**src/core/lcd_blink_pkg.sv**
```systemverilog
// package: register map, field positions, reset values and sizes
// assumes a plain synchronous register port, byte-wide registers
package lcd_blink_pkg;
  localparam int unsigned NUM_FP     = 8;
  localparam int unsigned NUM_BP     = 4;
  localparam int unsigned ADDR_W     = 4;
  localparam int unsigned RATE_W     = 3;
  localparam int unsigned DIV_W      = 12;

  // register indices (byte addresses on the plain port)
  localparam logic [3:0] ADDR_BLINK_CTL  = 4'h0;
  localparam logic [3:0] ADDR_CMD_STATUS = 4'h1;
  localparam logic [3:0] ADDR_MAIN_CTL   = 4'h2;
  localparam logic [3:0] ADDR_FP_ENABLE  = 4'h3;
  localparam logic [3:0] ADDR_IRQ_STATUS = 4'h4;
  localparam logic [3:0] ADDR_IRQ_MASK   = 4'h5;
  localparam logic [3:0] ADDR_SEG_BASE   = 4'h8;

  // blink_control fields
  localparam int unsigned BC_BLINK_BIT = 7;
  localparam int unsigned BC_MODE_BIT  = 3;
  // display_command_status fields
  localparam int unsigned CMD_IF_BIT    = 7;
  localparam int unsigned CMD_GROUP_BIT = 3;
  localparam int unsigned CMD_CLEAR_BIT = 1;
  localparam int unsigned CMD_BLANK_BIT = 0;
  // main_control_register fields
  localparam int unsigned MC_EN_BIT     = 7;
  localparam int unsigned MC_FIE_BIT    = 6;
  localparam int unsigned MC_DUTY_LO    = 0;

  // irq status bit positions
  localparam int unsigned IRQ_FRAME_BIT = 0;
  localparam int unsigned IRQ_CLEAR_BIT = 1;

  localparam logic [7:0] BLINK_CTL_RESET = 8'h00;
  localparam logic [7:0] MAIN_CTL_RESET  = 8'h01;
  localparam logic [7:0] ZERO_BYTE       = 8'h00;

  // waveform base clock ticks per backplane phase
  localparam logic [DIV_W-1:0] PHASE_TICKS = 12'h0040;
  localparam int unsigned      BLINK_BASE  = 5;

  typedef enum logic [1:0] {
    DUTY_RSVD = 2'b00,
    DUTY_HALF = 2'b01,
    DUTY_THIRD = 2'b10,
    DUTY_QUARTER = 2'b11
  } duty_t;
endpackage : lcd_blink_pkg

```
**src/core/blink_divider.sv**
```systemverilog
// blink divider: counts frames of base clock ticks, toggles blink phase
// assumes tick is a one-cycle pulse per completed frame
module blink_divider (
  input  wire logic       clk,
  input  wire logic       reset_n,
  input  wire logic       frame_tick,
  input  wire logic       run,
  input  wire logic [2:0] rate,
  input  wire logic [15:0] frame_ticks_per_frame,
  output logic            phase_q
);
  logic [15:0] frames_q;
  logic [15:0] half_period;

  // blink half period (time between phase toggles) in base ticks is 2^(5+rate); counted as whole frames
  always_comb begin
    half_period = 16'(32'd1 << (lcd_blink_pkg::BLINK_BASE + 32'(rate))) / frame_ticks_per_frame;
    if (half_period == 16'h0000) begin
      half_period = 16'h0001;
    end
  end

  always_ff @(posedge clk or negedge reset_n) begin
    if (!reset_n) begin
      frames_q <= 16'h0000;
      phase_q  <= 1'b0;
    end else if (!run) begin
      frames_q <= 16'h0000;
      phase_q  <= 1'b0;
    end else if (frame_tick) begin
      if (frames_q + 16'h0001 >= half_period) begin
        frames_q <= 16'h0000;
        phase_q  <= ~phase_q;
      end else begin
        frames_q <= frames_q + 16'h0001;
      end
    end
  end
endmodule : blink_divider

```
**src/core/lcd_blink_cmd.sv**
```systemverilog
// segment LCD blink and command/status block with segment memory
// assumes clk is the waveform base clock; registers on a plain byte port
// Behaviour
// blink start or stop is applied only at the next frame start; the code applies it every cycle while module enable is clear
// blink rate is base clock divided by two to the five plus rate
// mode one blinks every segment; mode zero only blink-enabled segments
// with blinking stopped the mode bit has no effect
// software should not change rate or mode while blinking
// flag bit 7 set by hardware, cleared by read then write one
// group select bit 3 picks on/off bits or blink-enable bits
// clear command zeroes the selected group then drops by itself
// clear command bit always reads as zero
// blank forces all segments off, memory untouched
// blanking keeps frame timing running
// unblanked segments follow their on/off bit
// pin drives only with its pin enable and module enable set
// with on/off group selected, writing one turns a segment on
// software configures everything before setting module enable
// duty field picks two, three or four backplanes; 00 reserved
// interrupt request while flag and frame interrupt enable set
// blinking segments alternate shown and off over whole frames
//
// The register addresses and the plain strobed port were left to the implementer.
module lcd_blink_cmd (
  input  wire logic       clk,
  input  wire logic       reset_n,
  input  wire logic [3:0] addr,
  input  wire logic [7:0] wdata,
  input  wire logic       wr,
  input  wire logic       rd,
  output logic      [7:0] rdata_q,
  output logic      [7:0] fp_out_q,
  output logic      [7:0] fp_oe_q,
  output logic      [3:0] bp_active_q,
  output logic            irq_q,
  output logic            frame_irq_q
);
  localparam int unsigned NFP = lcd_blink_pkg::NUM_FP;
  localparam int unsigned NBP = lcd_blink_pkg::NUM_BP;

  logic [7:0]     blink_ctl_q;
  logic           group_sel_q;
  logic           blank_q;
  logic           flag_q;
  logic           flag_armed_q;
  logic           clear_busy_q;
  logic [7:0]     main_ctl_q;
  logic [7:0]     fp_en_q;
  logic [1:0]     irq_stat_q;
  logic [1:0]     irq_mask_q;
  logic [NBP-1:0] seg_on_q    [NFP];
  logic [NBP-1:0] seg_blink_q [NFP];
  logic           blink_run_q;
  logic [11:0]    tick_q;
  logic [1:0]     bp_idx_q;
  logic           frame_tick;
  logic           blink_phase;
  logic [1:0]     bp_count;
  logic           module_en;
  logic [3:0]     seg_idx;
  logic           seg_sel;
  logic           cmd_rd;
  logic           flag_wr_clr;
  logic [15:0]    frame_len;

  // decode a segment memory address, used by reads and writes
  function automatic logic seg_hit(input logic [3:0] a);
    seg_hit = (a >= lcd_blink_pkg::ADDR_SEG_BASE);
  endfunction : seg_hit

  function automatic logic [1:0] bp_last(input logic [1:0] duty);
    unique case (duty)
      lcd_blink_pkg::DUTY_HALF:  bp_last = 2'd1;
      lcd_blink_pkg::DUTY_THIRD: bp_last = 2'd2;
      default:                   bp_last = 2'd3; // reserved falls back to four
    endcase
  endfunction : bp_last

  assign module_en   = main_ctl_q[lcd_blink_pkg::MC_EN_BIT];
  assign bp_count    = bp_last(main_ctl_q[lcd_blink_pkg::MC_DUTY_LO +: 2]);
  assign seg_idx     = addr - lcd_blink_pkg::ADDR_SEG_BASE;
  assign seg_sel     = seg_hit(addr);
  assign cmd_rd      = rd && addr == lcd_blink_pkg::ADDR_CMD_STATUS;
  assign flag_wr_clr = wr && addr == lcd_blink_pkg::ADDR_CMD_STATUS
                       && wdata[lcd_blink_pkg::CMD_IF_BIT] && flag_armed_q;
  assign frame_tick  = tick_q == lcd_blink_pkg::PHASE_TICKS - 12'h001 && bp_idx_q == bp_count;
  // widen before adding one: the 2-bit count would wrap to zero at quarter duty
  assign frame_len   = {4'h0, lcd_blink_pkg::PHASE_TICKS} * ({14'h0000, bp_count} + 16'h0001);

  // frame timer runs whenever enabled, blank does not stop it
  always_ff @(posedge clk or negedge reset_n) begin
    if (!reset_n) begin
      tick_q   <= 12'h000;
      bp_idx_q <= 2'd0;
    end else if (!module_en) begin
      tick_q   <= 12'h000;
      bp_idx_q <= 2'd0;
    end else if (tick_q == lcd_blink_pkg::PHASE_TICKS - 12'h001) begin
      tick_q   <= 12'h000;
      bp_idx_q <= (bp_idx_q == bp_count) ? 2'd0 : bp_idx_q + 2'd1;
    end else begin
      tick_q <= tick_q + 12'h001;
    end
  end

  always_ff @(posedge clk or negedge reset_n) begin
    if (!reset_n) begin
      blink_ctl_q <= lcd_blink_pkg::BLINK_CTL_RESET;
      main_ctl_q  <= lcd_blink_pkg::MAIN_CTL_RESET;
      fp_en_q     <= lcd_blink_pkg::ZERO_BYTE;
      irq_mask_q  <= 2'b00;
      group_sel_q <= 1'b0;
      blank_q     <= 1'b0;
    end else if (wr) begin
      unique case (addr)
        lcd_blink_pkg::ADDR_BLINK_CTL: blink_ctl_q <= wdata & 8'h8F;
        lcd_blink_pkg::ADDR_MAIN_CTL:  main_ctl_q  <= wdata;
        lcd_blink_pkg::ADDR_FP_ENABLE: fp_en_q     <= wdata;
        lcd_blink_pkg::ADDR_IRQ_MASK:  irq_mask_q  <= wdata[1:0];
        lcd_blink_pkg::ADDR_CMD_STATUS: begin
          group_sel_q <= wdata[lcd_blink_pkg::CMD_GROUP_BIT];
          blank_q     <= wdata[lcd_blink_pkg::CMD_BLANK_BIT];
        end
        default: ;
      endcase
    end
  end

  // blink start/stop latched at frame boundary, or every cycle while module disabled
  always_ff @(posedge clk or negedge reset_n) begin
    if (!reset_n) begin
      blink_run_q <= 1'b0;
    end else if (frame_tick || !module_en) begin
      blink_run_q <= blink_ctl_q[lcd_blink_pkg::BC_BLINK_BIT];
    end
  end

  blink_divider u_blink (
    .clk                   (clk),
    .reset_n               (reset_n),
    .frame_tick            (frame_tick),
    .run                   (blink_run_q),
    .rate                  (blink_ctl_q[2:0]),
    .frame_ticks_per_frame (frame_len),
    .phase_q               (blink_phase)
  );

  // segment memory: two groups, clear command sweeps the selected one
  always_ff @(posedge clk or negedge reset_n) begin
    if (!reset_n) begin
      for (int i = 0; i < NFP; i++) begin
        seg_on_q[i]    <= '0;
        seg_blink_q[i] <= '0;
      end
      clear_busy_q <= 1'b0;
    end else if (clear_busy_q) begin
      for (int i = 0; i < NFP; i++) begin
        if (group_sel_q) seg_blink_q[i] <= '0;
        else             seg_on_q[i]    <= '0;
      end
      clear_busy_q <= 1'b0;
    end else if (wr && addr == lcd_blink_pkg::ADDR_CMD_STATUS
                 && wdata[lcd_blink_pkg::CMD_CLEAR_BIT]) begin
      clear_busy_q <= 1'b1;
    end else if (wr && seg_sel && seg_idx < 4'(NFP)) begin
      if (group_sel_q) seg_blink_q[seg_idx[2:0]] <= wdata[NBP-1:0];
      else             seg_on_q[seg_idx[2:0]]    <= wdata[NBP-1:0];
    end
  end

  // frame flag: set wins over clear; clear needs a prior read of the register
  always_ff @(posedge clk or negedge reset_n) begin
    if (!reset_n) begin
      flag_q       <= 1'b0;
      flag_armed_q <= 1'b0;
    end else begin
      if (frame_tick) begin
        flag_q <= 1'b1;
      end else if (flag_wr_clr) begin
        flag_q <= 1'b0;
      end
      if (cmd_rd && flag_q) flag_armed_q <= 1'b1;
      else if (flag_wr_clr || !flag_q) flag_armed_q <= 1'b0;
    end
  end

  // sticky status, cleared by reading it; set wins
  always_ff @(posedge clk or negedge reset_n) begin
    if (!reset_n) begin
      irq_stat_q <= 2'b00;
    end else begin
      for (int b = 0; b < 2; b++) begin
        if ((b == lcd_blink_pkg::IRQ_FRAME_BIT && frame_tick)
            || (b == lcd_blink_pkg::IRQ_CLEAR_BIT && clear_busy_q)) begin
          irq_stat_q[b] <= 1'b1;
        end else if (rd && addr == lcd_blink_pkg::ADDR_IRQ_STATUS) begin
          irq_stat_q[b] <= 1'b0;
        end
      end
    end
  end

  always_ff @(posedge clk or negedge reset_n) begin
    if (!reset_n) begin
      irq_q       <= 1'b0;
      frame_irq_q <= 1'b0;
    end else begin
      irq_q       <= |(irq_stat_q & irq_mask_q);
      frame_irq_q <= flag_q && main_ctl_q[lcd_blink_pkg::MC_FIE_BIT];
    end
  end

  always_ff @(posedge clk or negedge reset_n) begin
    if (!reset_n) begin
      rdata_q <= lcd_blink_pkg::ZERO_BYTE;
    end else if (rd) begin
      unique case (addr)
        lcd_blink_pkg::ADDR_BLINK_CTL:  rdata_q <= blink_ctl_q;
        lcd_blink_pkg::ADDR_CMD_STATUS: rdata_q <= {flag_q, 3'b000, group_sel_q,
                                                    1'b0, 1'b0, blank_q};
        lcd_blink_pkg::ADDR_MAIN_CTL:   rdata_q <= main_ctl_q;
        lcd_blink_pkg::ADDR_FP_ENABLE:  rdata_q <= fp_en_q;
        lcd_blink_pkg::ADDR_IRQ_STATUS: rdata_q <= {6'h00, irq_stat_q};
        lcd_blink_pkg::ADDR_IRQ_MASK:   rdata_q <= {6'h00, irq_mask_q};
        default: begin
          if (seg_sel && seg_idx < 4'(NFP)) begin
            rdata_q <= {4'h0, group_sel_q ? seg_blink_q[seg_idx[2:0]]
                                          : seg_on_q[seg_idx[2:0]]};
          end else begin
            rdata_q <= lcd_blink_pkg::ZERO_BYTE;
          end
        end
      endcase
    end else begin
      rdata_q <= lcd_blink_pkg::ZERO_BYTE;
    end
  end

  // per-pin segment level for the active backplane
  generate
    for (genvar p = 0; p < NFP; p++) begin : g_fp
      logic blinks;
      logic shown;
      assign blinks = blink_run_q && (blink_ctl_q[lcd_blink_pkg::BC_MODE_BIT]
                      || seg_blink_q[p][bp_idx_q]);
      assign shown  = !blank_q && seg_on_q[p][bp_idx_q]
                      && !(blinks && blink_phase);
      always_ff @(posedge clk or negedge reset_n) begin
        if (!reset_n) begin
          fp_out_q[p] <= 1'b0;
          fp_oe_q[p]  <= 1'b0;
        end else begin
          fp_oe_q[p]  <= fp_en_q[p] && module_en;
          fp_out_q[p] <= shown && fp_en_q[p] && module_en;
        end
      end
    end
  endgenerate

  always_ff @(posedge clk or negedge reset_n) begin
    if (!reset_n) begin
      bp_active_q <= 4'h0;
    end else begin
      bp_active_q <= module_en ? 4'(4'h1 << bp_idx_q) : 4'h0;
    end
  end

  frame_flag_a: assert property (@(posedge clk) disable iff (!reset_n)
    frame_tick |=> flag_q) else $error("frame flag not set");
  clear_read_zero_a: assert property (@(posedge clk) disable iff (!reset_n)
    $past(cmd_rd) |-> !rdata_q[lcd_blink_pkg::CMD_CLEAR_BIT])
    else $error("clear bit read nonzero");
  blank_off_a: assert property (@(posedge clk) disable iff (!reset_n)
    blank_q |=> fp_out_q == 8'h00) else $error("blank leaks segment");
  pin_enable_a: assert property (@(posedge clk) disable iff (!reset_n)
    !module_en |=> fp_oe_q == 8'h00) else $error("pin driven while off");
  blink_sync_a: assert property (@(posedge clk) disable iff (!reset_n)
    module_en && $changed(blink_run_q) |-> $past(frame_tick) || !$past(module_en))
    else $error("blink changed mid frame");
  clear_done_a: assert property (@(posedge clk) disable iff (!reset_n)
    clear_busy_q && !group_sel_q |=> seg_on_q[0] == '0)
    else $error("clear did not zero");
  frame_irq_a: assert property (@(posedge clk) disable iff (!reset_n)
    flag_q && main_ctl_q[lcd_blink_pkg::MC_FIE_BIT] |=> frame_irq_q)
    else $error("frame irq missing");
  timer_blank_a: assert property (@(posedge clk) disable iff (!reset_n)
    module_en && blank_q && tick_q == 12'h000 ##1 module_en |-> tick_q == 12'h001)
    else $error("timer stopped by blank");

  // guards on flag clearing, backplane select, blink stop, read port and irq level
  flag_hold_a: assert property (@(posedge clk) disable iff (!reset_n)
    flag_q && !flag_armed_q |=> flag_q)
    else $error("flag cleared without read");
  bp_onehot_a: assert property (@(posedge clk) disable iff (!reset_n)
    module_en |=> $onehot(bp_active_q))
    else $error("backplane select not one hot");
  blink_stop_a: assert property (@(posedge clk) disable iff (!reset_n)
    !blink_run_q |=> !blink_phase)
    else $error("blink phase while stopped");
  rdata_idle_a: assert property (@(posedge clk) disable iff (!reset_n)
    !rd |=> rdata_q == 8'h00)
    else $error("read data without read");
  irq_level_a: assert property (@(posedge clk) disable iff (!reset_n)
    |(irq_stat_q & irq_mask_q) |=> irq_q)
    else $error("irq level missing");
endmodule : lcd_blink_cmd

```
**config.mk**
```make
export PLATFORM = sky130hd
export DESIGN_NAME = lcd_blink_cmd
export DESIGN_NICKNAME = d
export VERILOG_FILES = /design/src/core/lcd_blink_pkg.sv /design/src/core/blink_divider.sv /design/src/core/lcd_blink_cmd.sv
export SDC_FILE = /design/constraint.sdc
export NUM_CORES = 1
export LEC_CHECK = 0
export BUFFER_PORTS_ARGS = -buffer_cell sky130_fd_sc_hd__buf_4
export CAP_MARGIN = 0
export CORE_UTILIZATION = 35
export CTS_BUF_LIST = sky130_fd_sc_hd__clkbuf_4 sky130_fd_sc_hd__clkbuf_8 sky130_fd_sc_hd__clkbuf_16
export DETAILED_ROUTE_END_ITERATION = 8
export SYNTH_ARGS = -nofsm -noshare
export SYNTH_HDL_FRONTEND = slang
export SYNTH_HIERARCHICAL = 1
export SYNTH_SLANG_ARGS = --single-unit
```
**constraint.sdc**
```tcl
create_clock -name clk -period 54.2 [get_ports clk]
set_clock_uncertainty 0.1 [all_clocks]
set_input_delay 8.13 -clock clk [delete_from_list [all_inputs] [get_ports clk]]
set_output_delay 8.13 -clock clk [all_outputs]
set_load 0.02 [all_outputs]
```
==> impl_metrics.csv, run 1 <==
group,metric,value,unit
yosys,ys_seq_area_share,24.3,%
place,place_area,17000,sq um
timing,period_needed,31.71,ns
worst_setup_path,cpPeakStageDelay,0.74,ns
finish,layout_common_cells,"229 x nand2_1, 162 x ha_1, 155 x dfrtp_1",
grt,grt_pass1_vias,14500,
flow_run,maxCapViolations,0,
yosys,netlist_area,16100,sq um
floorplan,die_w,216,um
timing,setup_tns,0,ns
worst_hold_path,worstHoldPathCells,1,
yosys,synth_edf_count,0,
timing,relSlewSlack,35.4,%
yosys,ys_seq_elements,156,
worst_setup_path,endpoint_kind,"flip-flop",
yosys,synth_area_leaders,"dfrtp_1 24%, ha_1 13%, nand2_1 5.3%",
clock_network,clk_latency,0.44,ns
floorplan,fp.dieH,216,um
finish,syn2layout_area_growth,9.27,%
timing,drv_slew,0,
floorplan,dieArea,46800,sq um
worst_setup_path,required,54.47,ns
floorplan,core-area,45400,sq um
route,routedWlPerCell,19.6,um
route,initialDrtViolationCount,1271,
timing,finalWorstSetupSlack,22.49,ns
worst_hold_path,hp-start,"tick_q[0]",
grt,track_usage,21.4,%
clock_network,cts_hold_buf,0,
place,place_congestion,0.933,
finish,layout-drive-gt1-share,11.8,%
worst_setup_path,critPathKind,"reg -> reg",
yosys,synthFlopType,"dfrtp_1",
grt,grt_max_degree,101,
worst_setup_path,timing.rr.end,"u_blink/frames_q[13]",
grt,antenna_found_initial,0,
timing,rsz0062_at_grt,"false",
clock_network,post_cts_resized,0,
timing,min_period_over_period,58.5,%
finish,fin_nets,2143,
timing,max_freq,31.5,MHz
power,leakagePower,8.08,nW
yosys,async_reset_ff_share,100,%
floorplan,row_count,78,
floorplan,initial_core_util,35.4,%
timing,worst_pin_slew,0.969,ns
worst_setup_path,cp.arrival,31.98,ns
place,hpwl,37.2,mm
worst_hold_path,hp-class,"reg -> reg",
finish,final_common_cell,"nand2_1",
clock_network,cts_tree,"yes",
finish,diodes,0,
run_status,status,"completed",
yosys,syn_avg_cell_area,8.37,sq um
yosys,ys_types,123,
worst_setup_path,r2r_setup_slack,22.49,ns
grt,grt_pass1_wl,80.4,mm
clock_network,post_cts_buffers,0,
worst_setup_path,rr_worst_depth,113,
route,dr.pass1.iters,5,
route,viasPerCell,5.86,
clock_network,path_clk_slew,0.07,ns
timing,setup_viol,0,
worst_setup_path,startpoint_type,"flip-flop",
worst_setup_path,cp_max_fo,24,
power,power_density,25.2,nW/um^2
route,vias,15100,
yosys,yosys_warnings,6,
worst_setup_path,rr_startpoint,"main_ctl_q[0]",
clock_network,cts-root-buf,"clkbuf_16",
grt,gr-total-overflow,0,
place,port_buffers,45,
yosys,synth_top_cell_area_share,24.1,%
yosys,synth_cells,1920,
worst_hold_path,holdPathEnd,"tick_q[0]",
power,ir_drop,0.0199,mV
route,drc_errors,0,
route,routed_wl,50.4,mm
route,postRouteAntennaNets,0,
worst_setup_path,cpMostUsedCell,"ha_1",
place,place_ws,23.26,ns
clock_network,cts_sinks,156,
floorplan,io_pins,46,
clock_network,cts.htree.levels,4,
finish,stdcell_area,17600,sq um
timing,timing_hold_violations_final,0,
clock_network,numCtsBuffers,17,
clock_network,clockBufferDepth,2,
worst_setup_path,slowest_stage,"nor2_1",
yosys,synth_top_area_cell,"dfrtp_1",
[area by class of cell]
type | count | area [sq um]
fillers | 4611 | 27800
multi-input cells | 1665 | 11700
flip-flops and latches | 156 | 3910
well taps | 600 | 751
clock buffers | 18 | 439
repair buffers | 50 | 379
inverters | 75 | 284
clock inverters | 14 | 135
[synthesized netlist by cell type, types with 38 or more instances]
master      n
nor3_1     44
o21a_1     39
xnor2_1    45
inv_1      68
nor2_1    135
nand2_1   229
mux2_2     42
a21o_1     47
a21oi_1    93
o21ai_0   154
nand3_1    38
and3_1     44
clkbuf_1   38
a22oi_1    66
ha_1      162
dfrtp_1   155
[cell families (layout without fill, tap and decap cells)]
group | after synthesis | in the layout | share of synthesized area (%)
simple gates | 681 | 681 | 21.8
compound gates | 610 | 610 | 26.0
fa+ha+maj | 162 | 162 | 12.6
flops | 156 | 156 | 24.3
buf+inv | 150 | 157 | 4.29
xor+xnor | 82 | 82 | 4.47
mux | 76 | 76 | 6.46
other cells | 3 | 54 | 0.0700
[critical path: cells and delay by family, from the launching register on]
kind	cells	cell delay (ns)
buf+inv	14	4.49
simple gates	25	6.62
flops	1	0.56
fa+ha+maj	14	4.73
compound gates	60	15.09
[how the worst max path moves through the flow]
stage             startpoint                   end  slack [ns]  cells after the start
2_1_floorplan  main_ctl_q[0]   u_blink/frames_q[0]       29.88                    123
3_3_place_gp   main_ctl_q[0]   u_blink/frames_q[0]       24.15                    115
3_5_place_dp   main_ctl_q[0]   u_blink/frames_q[0]       23.26                    113
4_1_cts        main_ctl_q[0]   u_blink/frames_q[0]       23.16                    113
5_1_grt        main_ctl_q[0]   u_blink/frames_q[0]       19.80                    114
6_report       main_ctl_q[0]  u_blink/frames_q[13]       22.49                    113
[power breakdown]
group	internal (mW)	leakage [nW]	total, mW	switching (mW)
sequential	0.126	1.81	0.138	0.0112
clock	0.0652	0.275	0.118	0.0526
combinational	0.0736	6.00	0.187	0.114
total	0.265	8.08	0.442	0.177
[registers in the layout (all words and copies together) (netlist names), 2 cells and up]
name / flops
fp_oe_q: 8
fp_en_q: 8
bp_active_q: 4
rdata_q: 8
seg_on_q: 32
u_blink/frames_q: 16
bp_idx_q: 2
tick_q: 12
main_ctl_q: 8
seg_blink_q: 32
blink_ctl_q: 5
irq_mask_q: 2
fp_out_q: 8
irq_stat_q: 2
[through the flow]
| step | hold WS [ns] | total power [mW] | instances | util (%) |
|---|---|---|---|---|
| finish | 0.388 | 0.442 | 2578 | 38.7 |
| global route | 0.410 | 0.469 | 2578 | 38.7 |
| floorplan | 0.347 | 0.273 | 1971 | - |
| detailed placement | 0.375 | 0.321 | 2546 | 37.4 |
| CTS | 0.384 | 0.440 | 2578 | 38.7 |
| global placement | 0.378 | 0.320 | 2546 | 37.4 |
[per-layer routing]
metal / global-route usage (%) / part of all wire [%]
met5: 0 / 0
met4: 5.07 / 1.8
met1: 29.6 / 46
met3: 2.91 / 5.7
met2: 35.2 / 47
(Power assumes the default switching activity.)
==> run 2: changes to the inputs <==
ABC_AREA = 1   (was not set)
clock period = 27.7 ns   (was 54.2 ns; I/O delays follow)
==> run 2 against run 1 <==
Net effect:
- die area is 0.12% higher
- hold slack worse by 0.0087 ns
- sequential power is 120% higher
- design area is 2.4% higher
==> impl_metrics.csv, run 2 <==
group,metric,value,unit
run_status,status,"completed",
worst_hold_path,hp-class,"reg -> reg",
timing,min_period_over_period,90.9,%
route,vias,15900,
route,drc_errors,0,
grt,grt_pass1_vias,15300,
grt,antenna_found_initial,0,
route,viasPerCell,5.12,
yosys,yosysMostFrequentCell,"nand2_1",
finish,layout_common_cells,"662 x nand2_1, 291 x inv_1, 179 x nand3_1",
power,leakagePower,9.70,nW
finish,reg.largest.list,"seg_blink_q (32), seg_on_q (32), u_blink/frames_q (16)",
yosys,yosys_warnings,6,
worst_setup_path,cp_max_fo,17,
timing,setup_viol,0,
floorplan,core-area,45400,sq um
finish,fin_util,39.7,%
route,routedWlPerCell,16.1,um
yosys,ys_seq_elements,156,
place,place_congestion,0.908,
worst_setup_path,cpPeakStageDelay,0.55,ns
place,port_buffers,45,
route,routed_wl,49.9,mm
worst_setup_path,required,27.93,ns
power,ir_drop,0.0363,mV
timing,timing_hold_violations_final,0,
finish,syn2layout_area_growth,11.8,%
route,dr.pass1.iters,5,
worst_setup_path,startpoint_type,"flip-flop",
timing,setup_tns,0,ns
finish,layout-drive-gt1-share,12.4,%
timing,hold_slack,0.379,ns
timing,relSlewSlack,39.4,%
worst_setup_path,cp.arrival,25.42,ns
floorplan,fp.dieH,216,um
clock_network,clockBufferDepth,2,
worst_setup_path,crit_family,"simple AND/OR/NAND/NOR gates",
clock_network,cts_sinks,156,
yosys,synth_common_cells,"664 x nand2_1, 294 x inv_1, 181 x nand3_1",
finish,final_common_cell,"nand2_1",
grt,track_usage,21.2,%
floorplan,die_w,216,um
clock_network,numCtsBuffers,17,
timing,max_freq,39.7,MHz
timing,finalWorstSetupSlack,2.52,ns
route,postRouteAntennaNets,0,
finish,fin_nets,2662,
timing,drv_slew,0,
yosys,synth_area_leaders,"dfrtp_1 24%, nand2_1 15%, ha_1 13%",
finish,diodes,0,
timing,worst_pin_slew,0.909,ns
worst_setup_path,slowest_stage,"dfstp_2",
yosys,syn_avg_cell_area,6.69,sq um
worst_setup_path,critPathKind,"reg -> reg",
timing,period_needed,25.18,ns
floorplan,initial_core_util,35.5,%
clock_network,cts_tree,"yes",
yosys,synth_top_cell_area_share,24.1,%
yosys,async_reset_ff_share,100,%
clock_network,clk_latency,0.44,ns
yosys,synth_top_area_cell,"dfrtp_1",
grt,grt_pass1_wl,79.4,mm
worst_setup_path,cpMostUsedCell,"nand2_1",
route,initialDrtViolationCount,1030,
clock_network,cts-root-buf,"clkbuf_16",
flow_run,maxCapViolations,0,
yosys,ys_seq_area_share,24.3,%
place,hpwl,38.2,mm
yosys,ys_types,71,
clock_network,cts.htree.levels,4,
power,power_density,49.8,nW/um^2
floorplan,row_count,78,
clock_network,path_clk_slew,0.07,ns
worst_setup_path,endpoint_kind,"flip-flop",
grt,grt_max_degree,88,
place,place_ws,0.0649,ns
grt,gr-total-overflow,0,
yosys,synth_cells,2405,
yosys,synthFlopType,"dfrtp_1",
floorplan,dieArea,46800,sq um
yosys,netlist_area,16100,sq um
worst_setup_path,crit_buf_inv,29,
yosys,synth_edf_count,0,
floorplan,io_pins,46,
==> run 2: logic make-up (layout without fill, tap and decap cells) <==
family,after synthesis,after routing,synth area share (%)
fa+ha+maj,162,162,12.6
flops,156,156,24.3
compound gates,416,417,14.8
other cells,3,42,0.0700
buf+inv,388,440,9.59
mux,5,5,0.350
simple gates,1188,1188,33.6
xor+xnor,87,87,4.73
==> run 2: worst paths after layout <==
| path | start | to | slack (ns) | depth (start not counted) |
|---|---|---|---|---|
| worst min register to register | tick_q[0] | tick_q[0] | 0.38 | 1 |
| min in group asynchronous | reset_n | seg_blink_q[15] | 3.68 | 1 |
| worst max register to register | main_ctl_q[0] | u_blink/frames_q[4] | 2.52 | 174 |
| max in group asynchronous | reset_n | rdata_q[6] | 22.42 | 2 |
| worst min-delay path | tick_q[0] | tick_q[0] | 0.38 | 1 |
| worst max-delay path | main_ctl_q[0] | u_blink/frames_q[4] | 2.52 | 174 |
==> run 2: through the flow <==
step | instance area, sq um | cells | power [mW]
floorplan | 16200 | 2444 | 0.550
global placement | 17100 | 3041 | 0.639
detailed placement | 17100 | 3041 | 0.643
CTS | 17700 | 3073 | 0.889
global route | 18000 | 3097 | 0.958
finish | 18000 | 3097 | 0.896
==> run 2: worst reg2reg max path, delay by kind of cell, from the launching register on <==
family | cells | cell delay (ns)
adder cells (fa/ha/maj) | 15 | 4.93
AND/OR/NAND/NOR | 91 | 9.81
AO/OA/AOI/OAI | 39 | 6.49
buffers and inverters | 29 | 3.29
flip-flops | 1 | 0.55
==> run 2: repair_timing <==
| action | CTS | global route |
|---|---|---|
| buffers inserted | 0 | 23 |
| gates resized for setup | 0 | 28 |
| setup endpoints to repair | 0 | 17 |
| hold buffers | 0 | 0 |
==> run 2: where the power goes <==
part	switching, mW	total, mW	internal (mW)
clock network	0.0959	0.245	0.149
logic	0.231	0.353	0.123
registers	0.0299	0.298	0.268
total	0.356	0.896	0.540
==> run 2: cell type report <==
type	instances	area (sq um)
multi-input cells	1901	10900
inverters	334	1280
clock buffers	22	475
well taps	600	751
repair buffers	74	572
fillers	4798	27400
clock inverters	10	139
flip-flops and latches	156	3910
==> run 2: metal layers <==
metal / global-route usage (%) / routed length, um / vias up / share of wire (%)
met2: 39.0 / 25300 / 397 / 51
met5: 0 / 0 / - / 0
met3: 1.78 / 1810 / 93 / 3.6
met4: 7.04 / 1480 / 0 / 3.0
met1: 25.7 / 21300 / 7388 / 43
li1: - / - / 7974 / -
==> run 3: changes to the inputs <==
ABC_AREA = not set   (was 1)
SKIP_CTS_REPAIR_TIMING = 1   (was not set)
==> run 3 against run 2 <==
Net effect:
- core utilization decreased by 0.12 points
- sequential share of layout area increased by 0.068 points
- hold slack improved by 0.016 ns
- design area decreased by 0.31%
- critical path depth decreased by 55
- critical endpoint is now u_blink/frames_q[0]
- power decreased by 2.8%
- maximum frequency decreased by 4.0%
- final cell count decreased by 16%
- highest routed layer unchanged
- clock power decreased by 4%
==> impl_metrics.csv, run 3 (same netlist as run 1, synthesis figures left out) <==
group,metric,value,unit
grt,antenna_found_initial,0,
timing,drv_slew,0,
power,ir_drop,0.0337,mV
power,switching_share,39.3,%
worst_setup_path,endpoint_kind,"flip-flop",
worst_setup_path,r2r_setup_slack,1.47,ns
floorplan,row_count,78,
clock_network,cts-root-buf,"clkbuf_16",
place,hpwl,36.3,mm
power,comb_power_share,42.5,%
finish,final_common_cell,"nand2_1",
route,initialDrtViolationCount,1151,
clock_network,cts_sinks,156,
grt,grt_pass1_wl,77.5,mm
grt,gr-total-overflow,0,
finish,instances_no_fill,2610,
worst_hold_path,hp-class,"reg -> reg",
timing,relSlewSlack,35.8,%
clock_network,clockBufferDepth,2,
route,vias,15000,
worst_setup_path,cp_max_fo,21,
clock_network,cts_tree,"yes",
power,seq_power_share,30.5,%
grt,grt_pass1_vias,14300,
clock_network,clk_latency,0.44,ns
flow_run,maxCapViolations,0,
power,leakagePower,8.26,nW
floorplan,io_pins,46,
route,viasPerCell,5.74,
place,port_buffers,45,
power,internal_power,0.529,mW
power,power_density,48.6,nW/um^2
timing,period_needed,26.23,ns
finish,diodes,0,
worst_setup_path,critPathKind,"reg -> reg",
route,drc_errors,0,
place,dp.cells,2560,
timing,timing_hold_violations_final,0,
grt,track_usage,20.5,%
finish,layout-drive-gt1-share,14.2,%
worst_hold_path,hp-start,"tick_q[0]",
finish,reg.largest.list,"seg_blink_q (32), seg_on_q (32), u_blink/frames_q (16)",
clock_network,cts.htree.levels,4,
power,finalPower,0.871,mW
route,dr.pass1.iters,5,
worst_setup_path,cp.arrival,26.50,ns
finish,fin_nets,2175,
grt,grt_max_degree,87,
floorplan,dieArea,46800,sq um
worst_hold_path,holdPathEnd,"tick_q[0]",
finish,syn2layout_area_growth,11.6,%
worst_setup_path,required,27.97,ns
power,switchingPower,0.342,mW
worst_hold_path,worstHoldPathCells,1,
floorplan,initial_core_util,35.4,%
route,routed_wl,48.5,mm
worst_setup_path,startpoint_type,"flip-flop",
place,place_congestion,0.916,
run_status,status,"completed",
floorplan,core-area,45400,sq um
worst_setup_path,timing.rr.end,"u_blink/frames_q[0]",
route,routedWlPerCell,18.6,um
power,power_frac_clock,27.1,%
worst_setup_path,cpPeakStageDelay,0.56,ns
worst_setup_path,rr_worst_depth,119,
timing,worst_pin_slew,0.964,ns
worst_setup_path,slowest_stage,"dfstp_2",
timing,setup_viol,0,
worst_setup_path,rr_startpoint,"main_ctl_q[0]",
floorplan,fp.dieH,216,um
timing,max_freq,38.1,MHz
clock_network,path_clk_slew,0.06,ns
finish,layout_common_cells,"229 x nand2_1, 162 x ha_1, 155 x dfrtp_1",
floorplan,die_w,216,um
timing,min_period_over_period,94.7,%
worst_setup_path,cpMostUsedCell,"ha_1",
clock_network,numCtsBuffers,17,
route,postRouteAntennaNets,0,
[run 3: changes by cell type in the layout (fill, tap and decap cells not counted), moves of 29 or more]
cell     change
mux2_2      +39
a22oi_1     +65
nand2_2     -29
a21oi_1     -39
nand3_2     -33
nand2_1    -433
nand3_1    -141
and3_1      +44
a21o_1      +41
inv_1      -224
o21a_1      +34
[run 3: metal layers]
| layer | track usage, % | vias to the layer above | routed length [um] | share of wire (%) |
|---|---|---|---|---|
| li1 | - | 7236 | - | - |
| met1 | 28.7 | 7253 | 22600 | 47 |
| met2 | 32.5 | 433 | 22200 | 46 |
| met3 | 3.42 | 58 | 2770 | 5.7 |
| met4 | 4.88 | 0 | 924 | 1.9 |
| met5 | 0 | - | 0 | 0 |
[run 3: power by group through the flow]
| stage | sequential (mW) | combinational, mW | clock (mW) |
|---|---|---|---|
| 2_1_floorplan | 0.268 | 0.266 | 0 |
| 3_3_place_gp | 0.268 | 0.353 | 0 |
| 3_5_place_dp | 0.269 | 0.355 | 0 |
| 4_1_cts | 0.265 | 0.357 | 0.240 |
| 5_1_grt | 0.268 | 0.408 | 0.250 |
| 6_report | 0.265 | 0.370 | 0.236 |
[run 3: cell type report]
| class | count | area (sq um) |
|---|---|---|
| fillers | 4560 | 27400 |
| clock buffers | 20 | 467 |
| well taps | 600 | 751 |
| clock inverters | 12 | 123 |
| repair inverters | 1 | 5.00 |
| inverters | 75 | 298 |
| flip-flops and latches | 156 | 3910 |
| repair buffers | 81 | 612 |
| multi-input cells | 1665 | 11800 |
[run 3: how the worst max path moves through the flow]
stage | startpoint | end | slack, ns | depth (start not counted)
after floorplan | main_ctl_q[0] | u_blink/frames_q[0] | 3.38 | 123
after global placement | main_ctl_q[0] | u_blink/frames_q[0] | -0.27 | 118
after detailed placement | main_ctl_q[0] | u_blink/frames_q[0] | -0.52 | 118
after CTS | main_ctl_q[0] | u_blink/frames_q[0] | -0.67 | 118
after global routing | main_ctl_q[0] | u_blink/frames_q[0] | -0.14 | 120
final | main_ctl_q[0] | u_blink/frames_q[0] | 1.47 | 119
[run 3: critical path: cells and delay by family (launching register included)]
family	cells	cell delay (ns)
compound gates	58	12.42
xor+xnor	1	0.17
fa+ha+maj	14	4.39
buf+inv	20	3.07
flops	1	0.56
mux	2	0.55
simple gates	24	4.84
[run 3: metrics by stage]
step	utilization, %	setup TNS, ns	hold WS (ns)	setup WS [ns]	cell area, sq um
2_1_floorplan	-	0	0.347	3.38	16300
4_1_cts	39.0	-7.07	0.395	-0.674	17700
3_3_place_gp	37.7	-1.95	0.380	-0.268	17100
6_report	39.5	0	0.395	1.47	17900
3_5_place_dp	37.7	-4.49	0.386	-0.519	17100
5_1_grt	39.5	-1.01	0.399	-0.142	17900
